`config.mk`:
```
export PLATFORM = sky130hd
export DESIGN_NAME = aosr_top
export DESIGN_NICKNAME = d
export VERILOG_FILES = /design/src/include/aosr_pkg.sv /design/src/hdl/aosr_fall_sync.sv /design/src/hdl/aosr_conv_timer.sv /design/src/hdl/aosr_top.sv
export SDC_FILE = /design/constraint.sdc
export NUM_CORES = 1
export LEC_CHECK = 0
export ABC_AREA = 1
export BUFFER_PORTS_ARGS = -buffer_cell sky130_fd_sc_hd__buf_2
export CORE_ASPECT_RATIO = 0.5
export CORE_MARGIN = 3
export CORE_UTILIZATION = 46
export DETAILED_ROUTE_END_ITERATION = 16
export HOLD_SLACK_MARGIN = 0.06
export MAX_ROUTING_LAYER = met4
export PLACE_DENSITY = 0.67
export SYNTH_ARGS = -nofsm -noshare
export SYNTH_HDL_FRONTEND = slang
export SYNTH_HIERARCHICAL = 1
export SYNTH_SLANG_ARGS = --single-unit
```
`constraint.sdc`:
```
create_clock -name i_core_clk -period 2.7 [get_ports i_core_clk]
set_input_delay 0.54 -clock i_core_clk [delete_from_list [all_inputs] [get_ports i_core_clk]]
set_output_delay 0.54 -clock i_core_clk [all_outputs]
set_load 0.1 [all_outputs]
```
`src/include/aosr_pkg.sv`:
```
// Constants and types of the one-shot/repeat converter control
package aosr_pkg;
    // Register word indices
    localparam logic [3:0] REG_CTRL0    = 4'h0;
    localparam logic [3:0] REG_CTRL1    = 4'h1;
    localparam logic [3:0] REG_CTRL2    = 4'h2;
    localparam logic [3:0] REG_CTRL3    = 4'h3;
    localparam logic [3:0] REG_IRQ_STAT = 4'h4;
    localparam logic [3:0] REG_IRQ_MASK = 4'h5;
    localparam logic [3:0] REG_RUN_STAT = 4'h6;
    localparam logic [3:0] REG_RES_BASE = 4'h8;
    // CTRL0 field positions
    localparam int CH_LSB      = 0;
    localparam int REPEAT_BIT  = 3;
    localparam int TRGSRC_BIT  = 4;
    localparam int START_BIT   = 5;
    localparam int DIVSEL_LSB  = 6;
    // CTRL1 / CTRL2 / CTRL3 field positions
    localparam int EXTSEL_LSB  = 0;
    localparam int RES10_BIT   = 2;
    localparam int GRPSEL_LSB  = 0;
    localparam int EXTSRC_BIT  = 2;
    localparam int DMA_BIT     = 0;
    // Values after reset
    localparam logic [7:0] CTRL0_RST = 8'h00;
    localparam logic [2:0] CTRL1_RST = 3'h0;
    localparam logic [2:0] CTRL2_RST = 3'h0;
    // Conversion-clock cycles per conversion
    localparam logic [6:0] CYC_8BIT  = 7'h31;
    localparam logic [6:0] CYC_10BIT = 7'h3b;
    // Input index of the two extended inputs
    localparam logic [5:0] IDX_EXT0 = 6'h20;
    localparam logic [5:0] IDX_EXT1 = 6'h21;
    // Control states
    typedef enum logic [1:0] {ST_IDLE, ST_ARMED, ST_CONV} aosr_state_t;
endpackage

```
`src/hdl/aosr_fall_sync.sv`:
```
// Two-stage synchroniser with falling-edge pulse for the trigger pin
module aosr_fall_sync
(
    input  wire logic i_core_clk, // Core clock
    input  wire logic i_rst_b,    // Async reset, active low
    input  wire logic i_pin,      // Asynchronous pin level
    output logic      o_fall      // One-cycle pulse on high-to-low
);
    logic [2:0] sh_q; // Stage 0 feeds stage 1 only
    logic [2:0] sh_d; // Next shift value

    // Shift in; reset high so no false edge after release
    always_comb
    begin
        sh_d   = {sh_q[1:0], i_pin};
        o_fall = sh_q[2] & ~sh_q[1];
    end

    always_ff @(posedge i_core_clk or negedge i_rst_b)
    begin
        if (!i_rst_b)
            sh_q <= 3'h7;
        else
            sh_q <= sh_d;
    end
endmodule

```
`src/hdl/aosr_conv_timer.sv`:
```
// Conversion timer: divided conversion clock and cycle count
module aosr_conv_timer #(
    parameter int CNT_W = 7, // Cycle counter width
    parameter int DIV_W = 3  // Prescaler width
)
(
    input  wire logic             i_core_clk, // Core clock
    input  wire logic             i_rst_b,    // Async reset, active low
    input  wire logic             i_run,      // Converting; low clears
    input  wire logic [DIV_W-1:0] i_div_m1,   // Divide ratio minus one
    input  wire logic [CNT_W-1:0] i_cycles,   // Cycles per conversion
    output logic                  o_done      // Pulse per finished conversion
);
    // Counter must hold the longer cycle count
    if (CNT_W < 6 || DIV_W < 1)
    begin : g_bad_param
        $error("aosr_conv_timer: CNT_W must be >= 6 and DIV_W >= 1");
    end

    logic [DIV_W-1:0] pre_q, pre_d; // Prescaler
    logic [CNT_W-1:0] cyc_q, cyc_d; // Conversion-clock cycles
    logic             done_q, done_d;

    // Counter wraps while running, so repeat mode restarts at once
    always_comb
    begin
        pre_d  = '0;
        cyc_d  = '0;
        done_d = 1'b0;
        if (i_run)
        begin
            if (pre_q == i_div_m1)
            begin
                if (cyc_q == i_cycles - CNT_W'(1))
                    done_d = 1'b1;
                else
                    cyc_d = cyc_q + CNT_W'(1);
            end
            else
            begin
                pre_d = pre_q + DIV_W'(1);
                cyc_d = cyc_q;
            end
        end
    end

    always_ff @(posedge i_core_clk or negedge i_rst_b)
    begin
        if (!i_rst_b)
        begin
            pre_q  <= '0;
            cyc_q  <= '0;
            done_q <= 1'b0;
        end
        else
        begin
            pre_q  <= pre_d;
            cyc_q  <= cyc_d;
            done_q <= done_d;
        end
    end

    assign o_done = done_q;
endmodule

```
`src/hdl/aosr_top.sv`:
```
// Converter control for one-shot and repeat modes with register port

// Functional notes
// - One-shot converts selected input once per software start, or once per trigger while armed
// - Input from channel, extended and group fields
// - Software trigger: writing start bit begins converting
// - Trigger pin falling edge starts once armed
// - Timer B2 request starts once armed
// - One-shot stops at completion; software trigger clears start
// - Writing start bit zero stops conversion
// - One-shot completion raises interrupt request
// - One of 32 group inputs or two extended
// - Non-DMA: result goes to channel-indexed register
// - DMA mode: every result into first register
// - Repeat uses same selection and start sources
// - Repeat stops only on start bit cleared
// - Repeat interrupts only when DMA mode set
// - 49 cycles at 8-bit, 59 at 10-bit
module aosr_top
    import aosr_pkg::*;
#(
    parameter int DATA_W = 16, // Register port data width
    parameter int RES_W  = 10  // Converter result width
)
(
    input  wire logic              i_core_clk,     // Core clock, 25 MHz
    input  wire logic              i_rst_b,        // Async reset, active low
    input  wire logic [3:0]        i_addr,         // Register word index
    input  wire logic [DATA_W-1:0] i_wdata,        // Write data
    input  wire logic              i_wr_stb,       // Write strobe
    input  wire logic              i_rd_stb,       // Read strobe
    output logic      [DATA_W-1:0] o_rdata,        // Read data, one cycle later
    input  wire logic              i_ext_trig_pin, // External trigger pin
    input  wire logic              i_tmr_b2_req,   // Timer B2 request pulse
    input  wire logic [RES_W-1:0]  i_adc_sample,   // Value from analog core
    output logic      [5:0]        o_sel_input,    // Selected analog input
    output logic                   o_converting,   // Analog core busy
    output logic                   o_irq,          // Interrupt, level
    output logic                   o_dma_req       // DMA request pulse
);
    // Refuse widths the register map cannot carry
    if (DATA_W < 8 || RES_W != 10)
    begin : g_bad_width
        $error("aosr_top: DATA_W must be >= 8 and RES_W must be 10");
    end

    // Control register state
    logic [7:0]       ctrl0_q, ctrl0_d; // Channel, mode, trigger, start
    logic [2:0]       ctrl1_q, ctrl1_d; // Extended select, resolution
    logic [2:0]       ctrl2_q, ctrl2_d; // Group select, external source
    logic             dma_q, dma_d;     // DMA operating mode
    logic             stat_q, stat_d;   // Sticky completion flag
    logic             mask_q, mask_d;   // Interrupt mask
    logic             irq_q, irq_d;     // Registered interrupt line
    logic             dreq_q, dreq_d;   // Registered DMA request
    aosr_state_t      state_q, state_d; // Control state
    logic [5:0]       sel_q, sel_d;     // Latched input index
    logic [DATA_W-1:0] rdata_q, rdata_d; // Read return
    logic [RES_W-1:0] res_q [8];        // Result registers
    logic [RES_W-1:0] res_d [8];        // Their next values

    // Decoded views of the control fields
    logic       repeat_md; // Repeat rather than one-shot
    logic       trg_hw;    // Hardware trigger selected
    logic       ext_src;   // Timer source instead of pin
    logic       res10;     // 10-bit resolution
    logic [2:0] chan;      // Channel field
    logic       wr_ctrl0;  // Write to control word 0
    logic       start_w;   // Written start value
    logic       set_start; // Start bit goes 0 to 1
    logic       stop_w;    // Start bit written to 0
    logic       trig_hit;  // Armed trigger event
    logic       done;      // Conversion finished
    logic       conv_end;  // Finished while converting
    logic       irq_evt;   // Completion interrupt event
    logic [2:0] res_idx;   // Result register to load
    logic       pin_fall;  // Synchronised pin falling edge
    logic [2:0] div_m1;    // Conversion clock divide minus one
    logic [6:0] cycles;    // Cycles for this resolution

    // Input index from group, channel and extended select
    function automatic logic [5:0] pick_input(input logic [2:0] ch,
                                              input logic [1:0] ext,
                                              input logic [1:0] grp);
        logic [5:0] idx;
        idx = {1'b0, grp, ch};
        case (ext)
            2'h1:    idx = IDX_EXT0;
            2'h2:    idx = IDX_EXT1;
            default: idx = {1'b0, grp, ch};
        endcase
        return idx;
    endfunction

    // Divide ratio of the conversion clock from the select field
    function automatic logic [2:0] div_code(input logic [1:0] sel);
        logic [2:0] d;
        case (sel)
            2'h0:    d = 3'h3; // Divide by 4
            2'h1:    d = 3'h2; // Divide by 3
            2'h2:    d = 3'h1; // Divide by 2
            default: d = 3'h0; // Undivided
        endcase
        return d;
    endfunction

    // Pin passes two flops before the edge detector sees it
    aosr_fall_sync u_pin_sync
    (
        .i_core_clk (i_core_clk),
        .i_rst_b    (i_rst_b),
        .i_pin      (i_ext_trig_pin),
        .o_fall     (pin_fall)
    );

    // Timer runs only while in the converting state
    aosr_conv_timer #(
        .CNT_W (7),
        .DIV_W (3)
    ) u_timer
    (
        .i_core_clk (i_core_clk),
        .i_rst_b    (i_rst_b),
        .i_run      (state_q == ST_CONV),
        .i_div_m1   (div_m1),
        .i_cycles   (cycles),
        .o_done     (done)
    );

    // Field decode shared by the processes below
    always_comb
    begin
        repeat_md = ctrl0_q[REPEAT_BIT];
        trg_hw    = ctrl0_q[TRGSRC_BIT];
        ext_src   = ctrl2_q[EXTSRC_BIT];
        res10     = ctrl1_q[RES10_BIT];
        chan      = ctrl0_q[CH_LSB +: 3];
        div_m1    = div_code(ctrl0_q[DIVSEL_LSB +: 2]);
        cycles    = res10 ? CYC_10BIT : CYC_8BIT;
        wr_ctrl0  = i_wr_stb && (i_addr == REG_CTRL0);
        start_w   = i_wdata[START_BIT];
        set_start = wr_ctrl0 && start_w && !ctrl0_q[START_BIT];
        stop_w    = wr_ctrl0 && !start_w;
        // Pin edge or timer pulse, seen only while armed
        trig_hit  = ext_src ? i_tmr_b2_req : pin_fall;
        conv_end  = done && (state_q == ST_CONV);
        // One-shot always; repeat only with DMA mode on
        irq_evt   = conv_end && (!repeat_md || dma_q);
        // DMA mode funnels every result into the first register
        res_idx   = dma_q ? 3'h0 : chan;
    end

    // Control state machine and start bit
    always_comb
    begin
        state_d = state_q;
        ctrl0_d = ctrl0_q;
        sel_d   = sel_q;
        if (wr_ctrl0)
            ctrl0_d = i_wdata[7:0];
        if (wr_ctrl0 && start_w && ctrl0_q[START_BIT])
            ctrl0_d[START_BIT] = 1'b1; // Rewrite of 1 keeps running
        case (state_q)
            ST_IDLE:
            begin
                if (set_start)
                begin
                    // Latch the selection for the whole run
                    sel_d = pick_input(i_wdata[CH_LSB +: 3],
                                       ctrl1_d[EXTSEL_LSB +: 2],
                                       ctrl2_d[GRPSEL_LSB +: 2]);
                    if (i_wdata[TRGSRC_BIT])
                        state_d = ST_ARMED;
                    else
                        state_d = ST_CONV;
                end
            end
            ST_ARMED:
            begin
                if (stop_w)
                    state_d = ST_IDLE;
                else if (trig_hit)
                    state_d = ST_CONV;
            end
            ST_CONV:
            begin
                if (stop_w)
                    state_d = ST_IDLE;
                else if (conv_end && !repeat_md)
                begin
                    // One-shot ends; hardware trigger re-arms
                    if (!trg_hw)
                    begin
                        state_d            = ST_IDLE;
                        ctrl0_d[START_BIT] = 1'b0;
                        if (wr_ctrl0 && start_w)
                        begin
                            // Software set beats the clear
                            ctrl0_d[START_BIT] = 1'b1;
                            state_d            = ST_CONV;
                        end
                    end
                    else
                        state_d = ST_ARMED;
                end
                // Repeat keeps running; timer wraps straight on
            end
            default:
                state_d = ST_IDLE;
        endcase
    end

    // Remaining configuration and interrupt registers
    always_comb
    begin
        ctrl1_d = ctrl1_q;
        ctrl2_d = ctrl2_q;
        dma_d   = dma_q;
        mask_d  = mask_q;
        stat_d  = stat_q;
        if (i_wr_stb)
        begin
            case (i_addr)
                REG_CTRL1:    ctrl1_d = i_wdata[2:0];
                REG_CTRL2:    ctrl2_d = i_wdata[2:0];
                REG_CTRL3:    dma_d   = i_wdata[DMA_BIT];
                REG_IRQ_MASK: mask_d  = i_wdata[0];
                REG_IRQ_STAT: stat_d  = stat_q & ~i_wdata[0]; // Write one clears
                default:      ;
            endcase
        end
        if (irq_evt)
            stat_d = 1'b1; // Event wins over a clear
        irq_d  = stat_d & mask_d;
        dreq_d = conv_end && dma_q;
    end

    // Result store: channel register, or the first one in DMA mode
    always_comb
    begin
        for (int i = 0; i < 8; i++)
            res_d[i] = res_q[i];
        if (conv_end)
        begin
            // 8-bit mode keeps the top bits, upper bits read zero
            if (res10)
                res_d[res_idx] = i_adc_sample;
            else
                res_d[res_idx] = {2'h0, i_adc_sample[RES_W-1:2]};
        end
    end

    // Read mux; data stand only in the cycle after the strobe
    always_comb
    begin
        rdata_d = '0;
        if (i_rd_stb)
        begin
            if (i_addr[3])
                rdata_d = DATA_W'(res_q[i_addr[2:0]]);
            else
            begin
                case (i_addr)
                    REG_CTRL0:    rdata_d = DATA_W'(ctrl0_q);
                    REG_CTRL1:    rdata_d = DATA_W'(ctrl1_q);
                    REG_CTRL2:    rdata_d = DATA_W'(ctrl2_q);
                    REG_CTRL3:    rdata_d = DATA_W'(dma_q);
                    REG_IRQ_STAT: rdata_d = DATA_W'(stat_q);
                    REG_IRQ_MASK: rdata_d = DATA_W'(mask_q);
                    REG_RUN_STAT: rdata_d = DATA_W'({state_q == ST_CONV,
                                                     state_q == ST_ARMED});
                    default:      rdata_d = '0; // Unmapped reads zero
                endcase
            end
        end
    end

    // Register everything
    always_ff @(posedge i_core_clk or negedge i_rst_b)
    begin
        if (!i_rst_b)
        begin
            state_q <= ST_IDLE;
            ctrl0_q <= CTRL0_RST;
            ctrl1_q <= CTRL1_RST;
            ctrl2_q <= CTRL2_RST;
            dma_q   <= 1'b0;
            stat_q  <= 1'b0;
            mask_q  <= 1'b0;
            irq_q   <= 1'b0;
            dreq_q  <= 1'b0;
            sel_q   <= '0;
            rdata_q <= '0;
            for (int i = 0; i < 8; i++)
                res_q[i] <= '0;
        end
        else
        begin
            state_q <= state_d;
            ctrl0_q <= ctrl0_d;
            ctrl1_q <= ctrl1_d;
            ctrl2_q <= ctrl2_d;
            dma_q   <= dma_d;
            stat_q  <= stat_d;
            mask_q  <= mask_d;
            irq_q   <= irq_d;
            dreq_q  <= dreq_d;
            sel_q   <= sel_d;
            rdata_q <= rdata_d;
            for (int i = 0; i < 8; i++)
                res_q[i] <= res_d[i];
        end
    end

    // Converting flag registered from the next state
    logic conv_q;
    always_ff @(posedge i_core_clk or negedge i_rst_b)
    begin
        if (!i_rst_b)
            conv_q <= 1'b0;
        else
            conv_q <= (state_d == ST_CONV);
    end

    assign o_rdata      = rdata_q;
    assign o_sel_input  = sel_q;
    assign o_converting = conv_q;
    assign o_irq        = irq_q;
    assign o_dma_req    = dreq_q;
endmodule

```
==> flow_summary.ini <==
[floorplan]
die_x_um = 176
ios = 61
std_cell_rows = 30
core_area_um2 = 13900
die_y_um = 91.0
die_area_um2 = 16000
start_util_pct = 48.0

[cts]
hold_buffers = 0
cts_root_buf = clkbuf_16
htree_num_levels = 4
cts_tree = done
cts_resized = 0
clockBufferDepth = 2
cts_buffers = 17
clk_pin_slew_ns = 0.07
clock_sinks = 132
cts_setup_buffers = 0
clk_latency_ns = 0.42

[synth]
yosysSeqAreaShare_pct = 49.8
synth.avg_cell_area_um2 = 7.69
netlist_area_um2 = 6650
synth-main-ff-cell = dfrtp_1
async_flop_share_pct = 100
yosys_warnings = 6
synth_edf_count = 0
synth.distinct_cells = 37
ys_ff_latch = 132
postSynthCellCount = 864

[setup_path]
cp-end-kind = flip-flop
critPathLaunchType = flip-flop
worst_ep_required_time_ns = 2.99
path_class = flip-flop to flip-flop
timing.rr.end = u_timer/cyc_q[5]
reg2reg_from = ctrl1_q[2]
cp_max_fo = 10
rr_worst_depth = 12
cp.arrival_ns = 2.30
ff2ff_setup_slack_ns = 0.69

[global_route]
grt_pass1_wl_mm = 28.3
antenna_found_initial = 0
grt_pass1_vias = 5624
overflow = 0
gr-usage-all-layers_pct = 23.1
grt_start_max_net_pins = 55

[min_path]
holdCritPathClass = input port to async pin

[sta]
holdWs_ns = 0.0758
hold_viol_final = 0
setup_viol = 0
setup_tns_ns = 0
skew_ns = 0.0117
rsz0062_at_grt = no
slew_viol_final = 0
max_slew_margin_pct = 44.5
tightest_slew_ns = 0.827
max_freq_ghz = 0.498
final.min_clock_period_ns = 2.01
period_share_pct = 74.3

[cells_and_area]
area_delta_synth_final_pct = 17.2
nets = 978
fill_cells = 1279
num_antenna_cells = 0
layout-drive-gt1-share_pct = 14.6

[detailed_routing]
detail-route-antenna-nets = 0
drc = 0
vias = 5689
wirelength_mm = 16.9
wire_per_inst_um = 14.8
drtIter0Drc = 572
dr.pass1.iters = 5
viasPerCell = 4.98

[run_status]
outcome = completed

[power_and_ir_drop]
vdd_drop_max_v = 0.000434
p_leak_nw = 4.09
powerDensity_nw_per_um2 = 739

[placement]
dp_hpwl_mm = 11.7
port_buffers = 46
place.gp.congestion = 0.875

[run]
maxCapViolCount = 0
==> final cells by class <==
class	instances	area [um^2]	share of cell area, %
clock buffers	20	457	5.86
clock inverters	12	155	1.99
inverters	113	427	5.48
multi-input cells	611	2830	36.3
flip-flops and latches	132	3310	42.5
well taps	192	240	3.08
repair buffers	63	377	4.84
==> state kept, by name (all words and copies together), names as in the netlist <==
signal	count
mask_q	1
o_converting	1
u_timer/pre_q	3
res_q	80
dma_q	1
ctrl2_q	3
o_sel_input	6
o_dma_req	1
u_timer/o_done	1
ctrl1_q	3
ctrl0_q	8
state_q	2
o_rdata	10
u_pin_sync/sh_q	3
u_timer/cyc_q	7
stat_q	1
o_irq	1
==> worst max path at each step <==
| stage | start | to | slack (ns) |
|---|---|---|---|
| floorplan | i_addr[3] | o_sel_input[0] | 0.71 |
| global placement | i_addr[3] | o_sel_input[0] | 0.44 |
| detailed placement | i_addr[3] | o_sel_input[0] | 0.38 |
| CTS | ctrl1_q[2] | u_timer/cyc_q[5] | 0.68 |
| global route | ctrl1_q[2] | u_timer/cyc_q[5] | 0.49 |
| finish | ctrl1_q[2] | u_timer/cyc_q[5] | 0.69 |
==> metrics by stage <==
step / total power [mW] / instance area (um^2) / instances / util, % / worst slack (ns)
final: 5.76 / 7790 / 1143 / 56.2 / 0.693
after global routing: 6.03 / 7790 / 1143 / 56.2 / 0.488
after CTS: 5.80 / 7790 / 1143 / 56.2 / 0.677
after detailed placement: 3.39 / 7180 / 1111 / 51.8 / 0.381
after global placement: 3.38 / 7180 / 1111 / 51.8 / 0.436
after floorplan: 3.10 / 6710 / 882 / - / 0.709
==> cells by family (layout without fill, tap and decap cells) <==
logic type	Yosys count	in the layout	synth area share (%)
compound gates	123	123	9.87
fa+ha+maj	4	4	0.753
other cells	2	20	0.113
flops	132	132	49.8
xor+xnor	10	10	1.32
buf+inv	139	208	8.72
simple gates	454	454	29.5
==> cell usage in the layout (no fill, tap or decap), types with 7 or more instances in the layout <==
master	n
a21oi_1	13
buf_4	16
nand2_2	8
dfrtp_1	129
o22ai_1	8
nand4_1	9
nand2_1	323
inv_1	103
inv_2	9
buf_2	45
nor2_2	7
clkbuf_16	17
nand3_1	46
o21ai_1	13
o21ai_0	79
nor2_1	44
conb_1	20
==> cell usage after synthesis (4+ instances only) <==
cell type / count / area, um^2
buf_4: 9 / 67.6
inv_1: 103 / 387
o21ai_2: 4 / 35.0
xor2_1: 5 / 43.8
dfrtp_1: 129 / 3230
a21oi_1: 13 / 65.1
nand3_1: 46 / 230
nor2_4: 5 / 56.3
nand4_1: 9 / 56.3
xnor2_1: 5 / 43.8
o21ai_1: 13 / 65.1
nor2_2: 7 / 43.8
o21ai_0: 79 / 395
nand2_1: 323 / 1210
inv_2: 9 / 33.8
o22ai_1: 8 / 50.1
ha_1: 4 / 50.1
buf_2: 11 / 55.1
clkbuf_1: 5 / 18.8
nor2_1: 44 / 165
nand2_2: 8 / 50.1
==> critical path: stages (launching register included) <==
cell,delay [ns]
dfrtp_1,0.64
inv_1,0.09
ha_1,0.31
nand2_1,0.06
inv_1,0.03
nor2_1,0.08
nand2_1,0.07
nor2_1,0.11
nand2_1,0.10
nor2_4,0.12
nand3_2,0.10
nand2_2,0.11
nor2_1,0.06
==> layer usage <==
| layer | routed length [um] | track usage (%) |
|---|---|---|
| met5 | 0 | - |
| met4 | 235 | 6.71 |
| met3 | 1400 | 4.76 |
| met2 | 7370 | 33.9 |
| met1 | 7940 | 32.6 |
==> power by group <==
part,total (mW),internal [mW],switching (mW),leakage (nW)
clock network,2.39,1.50,0.882,0.296
logic,1.12,0.263,0.853,2.41
registers,2.26,2.14,0.121,1.38
Note: power is estimated with default switching activity, not from simulation.
